===== config.mk =====
export PLATFORM = sky130hd
export DESIGN_NAME = sdac_core
export DESIGN_NICKNAME = d
export VERILOG_FILES = /design/src/core/sdac_core.v /design/src/core/sdac_sync.v /design/src/core/sdac_wb.v
export VERILOG_INCLUDE_DIRS = /design/src /design/src/pkg
export SDC_FILE = /design/constraint.sdc
export NUM_CORES = 1
export LEC_CHECK = 0
export BUFFER_PORTS_ARGS = -buffer_cell sky130_fd_sc_hd__buf_2
export CAP_MARGIN = 30
export CORE_MARGIN = 2
export CORE_UTILIZATION = 50
export CTS_BUF_LIST = sky130_fd_sc_hd__clkbuf_16
export DETAILED_ROUTE_END_ITERATION = 12
export PLACE_DENSITY = 0.79
export SLEW_MARGIN = 30
export SYNTH_ARGS = -nofsm -noshare
export SYNTH_HDL_FRONTEND = slang
export SYNTH_SLANG_ARGS = --single-unit

===== constraint.sdc =====
create_clock -name clk_sys_in -period 2.4 [get_ports clk_sys_in]
set_input_delay 0.48 -clock clk_sys_in [delete_from_list [all_inputs] [get_ports clk_sys_in]]
set_output_delay 0.48 -clock clk_sys_in [all_outputs]
set_load 0.1 [all_outputs]

===== src/pkg/sdac_regs.vh =====
// constants of the serial converter front end
// Contract
// - falling frame select starts a write
// - sample data on falling serial clock edges
// - sixteenth falling edge applies the word
// - new frame needs frame select high again
// - early frame select rise discards the frame
// - first two bits ignored, next two mode
// - mode bits 13:12 select normal or power-down
// - code is straight binary 0 to 255
// - converter register clears to zero at reset
// - power-down keeps converter register contents (here code_out is still loaded from the word in power-down)
`ifndef SDAC_REGS_VH
`define SDAC_REGS_VH
`define SDAC_WORD_BITS 16
`define SDAC_CNT_W 5
`define SDAC_LAST_BIT 5'h0F
`define SDAC_MODE_HI 13
`define SDAC_MODE_LO 12
`define SDAC_CODE_HI 11
`define SDAC_CODE_LO 4
`define SDAC_MODE_NORMAL 2'h0
`define SDAC_MODE_PD_1K 2'h1
`define SDAC_MODE_PD_100K 2'h2
`define SDAC_MODE_PD_HIZ 2'h3
`define SDAC_CODE_RST 8'h00
`define SDAC_MODE_RST 2'h0
`define SDAC_ADR_CODE 4'h0
`define SDAC_ADR_MODE 4'h4
`define SDAC_ADR_STAT 4'h8
`define SDAC_ADR_CTRL 4'hC
`endif


===== src/core/sdac_core.v =====
// serial converter input control, top level
//
// The Wishbone register port and the address map were left to the implementer.
`timescale 1ns/1ns
`include "sdac_regs.vh"
module sdac_core (
   // clock and reset
   input wire clk_sys_in,
   input wire rstn_in,
   // serial link from host
   input wire sync_n_in,
   input wire sclk_in,
   input wire din_in,
   // converter side
   output reg [7:0] code_out,
   output reg [1:0] mode_out,
   output reg power_down_out,
   output reg update_out,
   // wishbone
   input wire wb_cyc_in,
   input wire wb_stb_in,
   input wire wb_we_in,
   input wire [3:0] wb_adr_in,
   input wire [31:0] wb_dat_in,
   input wire [3:0] wb_sel_in,
   output wire [31:0] wb_dat_out,
   output wire wb_ack_out
);
   // ------------------------------------------
   // pin synchronisers
   // ------------------------------------------
   wire sync_n_s;
   wire sclk_s;
   wire din_s;
   reg sync_n_d;
   reg sclk_d;
   reg din_d;
   reg [15:0] shift;
   reg [4:0] count;
   reg busy;
   reg [7:0] frames;
   wire enable;
   wire [15:0] word;
   genvar gi;
   wire [2:0] raw_pins;
   wire [2:0] sync_pins;
   // frame select synchronised inverted so the reset level matches its idle level
   assign raw_pins = {~sync_n_in, sclk_in, din_in};
   generate
      for (gi = 0; gi < 3; gi = gi + 1) begin : g_sync
         sdac_sync u_sync (
            .clk_sys_in(clk_sys_in),
            .rstn_in(rstn_in),
            .d_in(raw_pins[gi]),
            .q_out(sync_pins[gi])
         );
      end
   endgenerate
   assign sync_n_s = ~sync_pins[2];
   assign sclk_s = sync_pins[1];
   assign din_s = sync_pins[0];
   // ------------------------------------------
   // edge detection
   // ------------------------------------------
   // data delayed one cycle so it matches the delayed clock edge
   always @(posedge clk_sys_in or negedge rstn_in) begin
      if (!rstn_in) begin
         sync_n_d <= 1'b1;
         sclk_d <= 1'b0;
         din_d <= 1'b0;
      end else begin
         sync_n_d <= sync_n_s;
         sclk_d <= sclk_s;
         din_d <= din_s;
      end
   end
   wire frame_start;
   wire frame_abort;
   wire sclk_fall;
   assign frame_start = sync_n_d & ~sync_n_s;
   assign frame_abort = ~sync_n_d & sync_n_s;
   assign sclk_fall = sclk_d & ~sclk_s & ~sync_n_s & busy;
   assign word = {shift[14:0], din_d};
   // ------------------------------------------
   // shift register and apply
   // ------------------------------------------
   always @(posedge clk_sys_in or negedge rstn_in) begin
      if (!rstn_in) begin
         shift <= 16'h0000;
         count <= 5'h00;
         busy <= 1'b0;
         frames <= 8'h00;
         code_out <= `SDAC_CODE_RST;
         mode_out <= `SDAC_MODE_RST;
         power_down_out <= 1'b0;
         update_out <= 1'b0;
      end else begin
         update_out <= 1'b0;
         if (frame_start) begin
            shift <= 16'h0000;
            count <= 5'h00;
            busy <= enable;
         end else if (frame_abort) begin
            shift <= 16'h0000;
            count <= 5'h00;
            busy <= 1'b0;
         end else if (sclk_fall) begin
            shift <= word;
            count <= count + 5'h01;
            if (count == `SDAC_LAST_BIT) begin
               busy <= 1'b0;
               // bits 15:14 ignored, code loaded from bits 11:4 in every mode
               mode_out <= {word[`SDAC_MODE_HI], word[`SDAC_MODE_LO]};
               power_down_out <= (word[`SDAC_MODE_HI:`SDAC_MODE_LO] != `SDAC_MODE_NORMAL);
               code_out <= word[`SDAC_CODE_HI:`SDAC_CODE_LO];
               update_out <= 1'b1;
               frames <= frames + 8'h01;
            end
         end
      end
   end
   // ------------------------------------------
   // register window
   // ------------------------------------------
   sdac_wb u_wb (
      .clk_sys_in(clk_sys_in),
      .rstn_in(rstn_in),
      .wb_cyc_in(wb_cyc_in),
      .wb_stb_in(wb_stb_in),
      .wb_we_in(wb_we_in),
      .wb_adr_in(wb_adr_in),
      .wb_dat_in(wb_dat_in),
      .wb_sel_in(wb_sel_in),
      .wb_dat_out(wb_dat_out),
      .wb_ack_out(wb_ack_out),
      .code_in(code_out),
      .mode_in(mode_out),
      .count_in(count),
      .busy_in(busy),
      .frames_in(frames),
      .enable_out(enable)
   );
endmodule // sdac_core


===== src/core/sdac_sync.v =====
// two flip-flop synchroniser for one level
`timescale 1ns/1ns
module sdac_sync (
   // clock and reset
   input wire clk_sys_in,
   input wire rstn_in,
   // level
   input wire d_in,
   output reg q_out
);
   reg meta;
   always @(posedge clk_sys_in or negedge rstn_in) begin
      if (!rstn_in) begin
         meta <= 1'b0;
         q_out <= 1'b0;
      end else begin
         meta <= d_in;
         q_out <= meta;
      end
   end
endmodule // sdac_sync


===== src/core/sdac_wb.v =====
// wishbone classic slave register window
`timescale 1ns/1ns
`include "sdac_regs.vh"
module sdac_wb (
   // clock and reset
   input wire clk_sys_in,
   input wire rstn_in,
   // wishbone
   input wire wb_cyc_in,
   input wire wb_stb_in,
   input wire wb_we_in,
   input wire [3:0] wb_adr_in,
   input wire [31:0] wb_dat_in,
   input wire [3:0] wb_sel_in,
   output reg [31:0] wb_dat_out,
   output reg wb_ack_out,
   // block state
   input wire [7:0] code_in,
   input wire [1:0] mode_in,
   input wire [4:0] count_in,
   input wire busy_in,
   input wire [7:0] frames_in,
   output reg enable_out
);
   reg [31:0] next_dat;
   always @* begin
      case (wb_adr_in)
         `SDAC_ADR_CODE: next_dat = {24'h000000, code_in};
         `SDAC_ADR_MODE: next_dat = {30'h00000000, mode_in};
         `SDAC_ADR_STAT: next_dat = {16'h0000, frames_in, 2'h0, busy_in, count_in};
         `SDAC_ADR_CTRL: next_dat = {31'h00000000, enable_out};
         default: next_dat = 32'h00000000;
      endcase
   end
   always @(posedge clk_sys_in or negedge rstn_in) begin
      if (!rstn_in) begin
         wb_ack_out <= 1'b0;
         wb_dat_out <= 32'h00000000;
         enable_out <= 1'b1;
      end else begin
         wb_ack_out <= wb_cyc_in & wb_stb_in & ~wb_ack_out;
         wb_dat_out <= next_dat;
         // write lands at the edge where the master sees ack high
         if (wb_cyc_in && wb_stb_in && wb_ack_out && wb_we_in &&
             wb_sel_in[0] && wb_adr_in == `SDAC_ADR_CTRL) begin
            enable_out <= wb_dat_in[0];
         end
      end
   end
endmodule // sdac_wb


After elaboration in Yosys (flattened, before gate mapping). Cells that the tools add are included.

Equal/unequal tests: 4. Bitwise gates (word level): 14. Multiplexer cells: 15. Reduce and logical (&&, ||, !) cells: 11. Add/sub/neg operators: 2.

Operator list (count): 16-bit one-hot mux with 4 select lines (1); 13-bit 2-to-1 mux (3); 5-bit 2-to-1 mux (3); 8-bit by 1-bit adder with 8-bit output (second input constant) (1); 4-bit equality test (second input constant) (2); 1-bit 2-to-1 mux (8); 1-bit AND (7); 1-bit inverter (7); 3-bit nonzero test (2); 5-bit by 1-bit adder with 5-bit output (second input constant) (1); 5-bit by 4-bit equality test with 1-bit output (second input constant) (1); 1-bit logical AND (5); 4-bit by 3-bit equality test with 1-bit output (second input constant) (1); 4-bit zero test (1); 4-bit AND reduction (1); 2-bit AND reduction (1); 2-bit nonzero test (1).

Output and inout port bits: 45. Bits in registers: 66. Bits of input ports: 48.

Logic depth before layout (Yosys ltp). Gate-level depths: netlist of run 1.

Depth after elaboration: 7. Mapped depth: 7. Mapped depth without buffers: 6.

Modules after synthesis. From an unflattened synthesis of run 1, not the netlist that was laid out.

Cell total of the unflattened synthesis: 234. Area, all modules: 2857.7 um^2.

By module, submodules not included: sdac_core (area an instance 1879.3 um^2, times used 1, cells each 159); sdac_wb (area an instance 828.3 um^2, times used 1, cells each 69); sdac_sync (area an instance 50.0 um^2, times used 3, cells each 2).

Least setup slack after synthesis of run 1. No wires, ideal clock.

Path type: register -> register. Start point: register count[0]. End point: register code_out[1]. Slack: 495 ps. Data required time: 2274 ps. Stages on the path, launching flop included: 8. Data arrival time: 1779 ps. Library setup time: 126 ps. Cells stage by stage: dfrtp_1 -> ha_1 -> and3_1 -> ha_1 -> and2_2 -> and2_4 -> buf_12 -> mux2_4.

Word-level cells in the longest chain between the ends: 2.

RTL lines: start: declaration (RTL line sdac_core.v:39) `reg [4:0] count;`; start signal: assignment (RTL line sdac_core.v:109) `count <= count + 5'h01;`; 5-bit by 4-bit equality test with 1-bit output (no line); 4-bit AND reduction (no line); end signal: assignment (RTL line sdac_core.v:93) `` code_out <= `SDAC_CODE_RST; ``; end signal: assignment (RTL line sdac_core.v:115) `` code_out <= word[`SDAC_CODE_HI:`SDAC_CODE_LO]; ``; end: declaration (RTL line sdac_core.v:15) `output reg [7:0] code_out,`.

Every way passes these cells. A chain may end at the register's enable or synchronous reset.

Worst setup path in the final report of run 1.
Start point: register count[0]. End point: register code_out[3].

Same word-level chain as after synthesis.

==> flow_summary.ini, run 1 <==
[run_status]
status = finished, final reports clean

[setup_path]
worst-r2r-cell-count = 6
worstSetupPathType = flop to flop
worstReg2RegEnd = code_out[3]
worstSetupStartpoint = count[0]
crit_path_max_fanout = 13
critPathRequiredTime_ns = 2.60
worstSetupEndpointType = flop
r2r-start = count[0]
rrSetupSlack_ns = 0.39
start_kind = flop
critical_path_arrival_ns = 2.21

[floorplan]
start_util = 0.515
die_area_um2 = 6290
ios = 93
die_y_um = 79.3
row_count = 27
core_area_um2 = 5510
fp.dieW_um = 79.3

[detailed_routing]
wirelength_mm = 4.99
viasPerCell = 5.13
drc_errors = 0
drt_pass1_iterations = 4
drt_iter0_markers = 118
wire_per_inst_um = 14.1
antenna_left = 0
vias = 1810

[clock_network]
ctsResizeCount = 0
clockBufferDepth = 2
cts_setup_buffers = 0
clkSlewWorstSetupHoldPaths_ns = 0.05
clockRootBuffer = clkbuf_16
cts.sinks = 66
h-tree-depth = 3
numCtsBuffers = 9
clk_latency_ns = 0.33
ctsHoldBuffers = 0
cts_tree = yes

[placement]
dpl_worst_slack_ns = 0.418
routabilityCongestion = 0.747
portBuffers = 42
dp_hpwl_mm = 3.41

[sta]
setup_viol = 0
slew_headroom = 0.591
tightest_slew_ns = 0.614
setup_tns_ns = 0
grt_setup_unrepaired = false
post-route-period-util = 0.836
setup_ws_ns = 0.393
finClkSkew_ns = 0.00626
fin_crit_ns = 2.01
max_freq_mhz = 498
slew_violations = 0
hold_viol = 0

[global_routing]
grt_max_degree = 40
grt_pass1_vias = 1736
grt_usage = 0.174
grt_pass1_wl_mm = 8.08
grt_use_met3 = 0.0330
antenna_found_initial = 0
grt_use_met1 = 0.224
use_met2 = 0.260
gr-total-overflow = 0
grt.busiest_layer = met2

[finish]
area_delta_synth_final_pct = 17.7
fin_util = 0.607
nets = 329
multi_input_area_um2 = 1020
drive_above_1_share = 0.281
antenna_cells = 0
fillers = 426
seqCellArea_um2 = 1650

[power_and_ir_drop]
powerDensity_nw_per_um2 = 836
p_leak_nw = 1.71
p_clk_frac = 0.478
ir_drop_v = 0.000428
internal_power_mw = 2.11
switching_share = 0.246
combPwrFrac = 0.097
seq_power_share = 0.425
p_sw_uw = 689

[logic_synthesis]
yosysTopAreaCell = dfrtp_1
synth.top_cells.by_count = 64 x dfrtp_1, 20 x nand3_1, 16 x buf_4, 16 x nand2_1, 14 x o21ai_0
seq_area_frac_synth = 0.583
mappedNetlistArea_um2 = 2840
avgSynthCellArea_um2 = 12.3
ys_warn_count = 0
synth_most_common_cell = dfrtp_1
synth.top_cell.area_share = 0.564
synth_cell_types = 46
ys_ff_latch = 66
synth-edff-count = 0
ys_async_sr_fraction = 1.00
syn_inst = 231
synthFlopType = dfrtp_1
synthTopCellsByArea = dfrtp_1 56%, buf_4 4.2%, mux2_4 4.2%

[hold_path]
hp-class = input port to asynchronous set/reset pin

[run]
cap_violations = 0
## final cells by class
type | instances | share of cell area
repair buffers | 45 | 0.0734
well taps | 72 | 0.0270
clock inverters | 7 | 0.0251
inverters | 5 | 0.00562
flip-flops and latches | 66 | 0.495
clock buffers | 9 | 0.0674
multi-input cells | 149 | 0.306
## how the worst max path moves through the flow
| stage | end | slack (ns) | cells after the start |
|---|---|---|---|
| 6_report | code_out[3] | 0.39 | 6 |
| 4_1_cts | code_out[0] | 0.39 | 6 |
| 3_5_place_dp | code_out[5] | 0.42 | 6 |
| 3_3_place_gp | code_out[3] | 0.45 | 6 |
| 2_1_floorplan | code_out[1] | 0.49 | 7 |
| 5_1_grt | mode_out[1] | 0.28 | 6 |
## stage by stage
step	instances	power [mW]	area [um2]	hold slack, ns
global route	353	2.89	3340	0.218
finish	353	2.79	3340	0.169
floorplan	246	1.43	2890	0.184
CTS	353	2.82	3340	0.182
detailed placement	337	1.48	3030	0.337
global placement	337	1.47	3030	0.333
## kinds of logic (layout without fill, tap and decap cells)
logic type,after synthesis,after routing,share of synthesized area
fa+ha+maj,5,5,0.0220
mux,20,20,0.0913
simple gates,77,77,0.154
flops,66,66,0.583
buf+inv,31,66,0.0763
compound gates,24,24,0.0503
other cells,1,16,0.00132
xor+xnor,7,7,0.0216
## power groups by stage
stage	combinational, mW	sequential [mW]	clock (mW)
2_1_floorplan	0.217	1.21	0
3_5_place_dp	0.273	1.20	0
3_3_place_gp	0.267	1.20	0
4_1_cts	0.274	1.19	1.36
5_1_grt	0.292	1.19	1.41
6_report	0.271	1.19	1.34
## layout by cell type, fill, tap and decap left out, types with 2 or more instances in the layout
| cell type | n |
|---|---|
| conb_1 | 16 |
| mux2i_1 | 6 |
| buf_4 | 2 |
| and4_1 | 2 |
| nand2_1 | 16 |
| nand4_1 | 3 |
| dfstp_2 | 2 |
| and3_1 | 4 |
| dfrtp_1 | 64 |
| mux2_2 | 4 |
| and2_1 | 9 |
| bufinv_16 | 2 |
| clkbuf_16 | 9 |
| a21oi_1 | 3 |
| nand3_1 | 20 |
| xnor2_1 | 6 |
| o21ai_0 | 14 |
| ha_1 | 5 |
| clkinv_1 | 3 |
| mux2_4 | 8 |
| nor2_1 | 8 |
| nor3b_1 | 3 |
| buf_2 | 42 |
| inv_1 | 5 |
## layer usage
layer	up-vias	part of all wire
met5	-	0
met4	0	0.034
met3	13	0.046
met2	56	0.48
met1	886	0.44
li1	855	-
## flip-flops by register name, indices dropped and copies added, names as in the netlist, 2 cells and up
name / flops
code_out: 8
count: 5
frames: 8
g_sync.u_sync.meta: 3
g_sync.u_sync.q_out: 3
mode_out: 2
shift: 13
u_wb.wb_dat_out: 16
## worst max-delay path, cell delays in order (launching register included)
cell     delay (ns)
dfrtp_1        0.42
ha_1           0.24
and3_1         0.19
ha_1           0.22
and2_2         0.24
and2_4         0.24
mux2_4         0.32
Power figures use the tool's default switching activity.
==> inputs of run 2 (changes only) <==
clock period = 2.1 ns   (was 2.4 ns; I/O delays follow)
==> run 2 against run 1 <==
Wire length is 0.80% lower. Clock skew hardly changed. First-iteration DRC count is 1.7% higher. Final cell count is 0.85% higher. Global-route usage is 0.057 points higher. Critical path type unchanged. Largest power group unchanged.
==> flow_summary.ini, run 2 (synthesis gave the netlist of run 1 again) <==
[global_routing]
gr-total-overflow = 0
grt_usage = 0.174
grt_pass1_vias = 1716
grt_pass1_wl_mm = 8.23
grt_max_degree = 67
antenna_found_initial = 0

[setup_path]
worstReg2RegEnd = code_out[5]
path_delay_family = simple AND/OR/NAND/NOR gates
worstSetupEndpointType = flop
crit_slowest_cell = dfrtp_1
crit_top_cell = ha_1
critical_path_arrival_ns = 2.14
rrSetupSlack_ns = 0.15
critPathRequiredTime_ns = 2.30
slowest_delay_ns = 0.40
critPathBufInv = 0
worst-r2r-cell-count = 6
crit_path_cell_trace = ha_1 -> and3_1 -> ha_1 -> and2_2 -> and2_4 -> mux2_4
r2r-start = count[1]
start_kind = flop
worstSetupPathType = flop to flop
crit_path_max_fanout = 13

[placement]
place_inst = 340
post_dp_cell_area_um2 = 3050
dpl_worst_slack_ns = 0.152
portBuffers = 42
dp_hpwl_mm = 3.29
routabilityCongestion = 0.732

[finish]
final_common_cell = dfrtp_1
top_register = u_wb.wb_dat_out
drive_above_1_share = 0.282
fillers = 452
area_delta_synth_final_pct = 17.5
instances_no_fill = 356
antenna_cells = 0
reg_top3 = u_wb.wb_dat_out: 16 flops, shift: 13 flops
final_cell_mix = 64 x dfrtp_1, 42 x buf_2, 20 x nand3_1
nets = 332
fin_util = 0.605
final_cell_area_um2 = 3330
largest_register_ffs = 16

[floorplan]
fp.dieW_um = 79.3
die_area_um2 = 6290
start_util = 0.515
die_y_um = 79.3
ios = 93
core_area_um2 = 5510
row_count = 27

[clock_network]
cts.sinks = 66
clockRootBuffer = clkbuf_16
cts_setup_buffers = 0
clkSlewWorstSetupHoldPaths_ns = 0.05
ctsHoldBuffers = 0
numCtsBuffers = 9
ctsResizeCount = 0
h-tree-depth = 3
clockBufferDepth = 2
clk_latency_ns = 0.32
cts_tree = yes

[run]
cap_violations = 0

[detailed_routing]
vias = 1848
drc_errors = 0
wirelength_mm = 4.95
viasPerCell = 5.19
drt_iter0_markers = 120
wire_per_inst_um = 13.9
antenna_left = 0
drt_pass1_iterations = 4

[sta]
finClkSkew_ns = 0.00598
grt_setup_unrepaired = false
setup_tns_ns = 0
fin_crit_ns = 1.95
slew_headroom = 0.633
post-route-period-util = 0.927
slew_violations = 0
tightest_slew_ns = 0.550
setup_ws_ns = 0.154
setup_viol = 0
hold_viol = 0
max_freq_mhz = 514

[run_status]
status = finished, final reports clean

[power_and_ir_drop]
ir_drop_v = 0.000532
p_leak_nw = 1.72
powerDensity_nw_per_um2 = 913

[hold_path]
hp-class = input port to asynchronous set/reset pin
-- run 2: cell types whose count changed in the layout (fill, tap and decap cells not counted) --
cell,change
clkinvlp_4,-1
inv_1,+2
buf_4,+3
bufinv_16,-1
-- run 2: area by class of cell --
cell class	instances	area, um2	share of cell area
inverters	5	18.8	0.00563
flip-flops and latches	66	1650	0.496
clock inverters	7	53.8	0.0161
well taps	72	90.1	0.0270
repair buffers	48	268	0.0803
clock buffers	9	225	0.0676
multi-input cells	149	1020	0.307
-- run 2: where the power goes --
part	total, mW	leakage, nW	switching [mW]	internal (mW)
combinational	0.322	0.690	0.249	0.0733
sequential	1.35	0.890	0.0354	1.32
clock	1.37	0.144	0.475	0.893
-- run 2: how the worst max path moves through the flow --
stage / endpoint / slack [ns] / from / depth (start not counted)
final: code_out[5] / 0.15 / count[1] / 6
after global routing: mode_out[1] / 0.04 / count[1] / 6
after CTS: code_out[7] / 0.14 / count[1] / 6
after detailed placement: code_out[5] / 0.15 / count[1] / 6
after global placement: code_out[3] / 0.20 / count[1] / 6
after floorplan: code_out[1] / 0.19 / count[0] / 7
-- run 2: worst register-to-register path, stage by stage, from the launching register on --
cell,delay (ns)
dfrtp_1,0.40
ha_1,0.21
and3_1,0.19
ha_1,0.22
and2_2,0.25
and2_4,0.25
mux2_4,0.32
-- run 2: layer usage --
| metal | part of all wire | GRT usage |
|---|---|---|
| met5 | 0 | 0 |
| met2 | 0.49 | 0.269 |
| met1 | 0.43 | 0.222 |
| met3 | 0.053 | 0.0557 |
| met4 | 0.025 | 0.0862 |
-- run 2: metrics by stage --
step	power (mW)	hold slack [ns]
2_1_floorplan	1.63	0.124
3_3_place_gp	1.69	0.336
3_5_place_dp	1.70	0.336
4_1_cts	3.07	0.123
5_1_grt	3.16	0.142
6_report	3.04	0.107
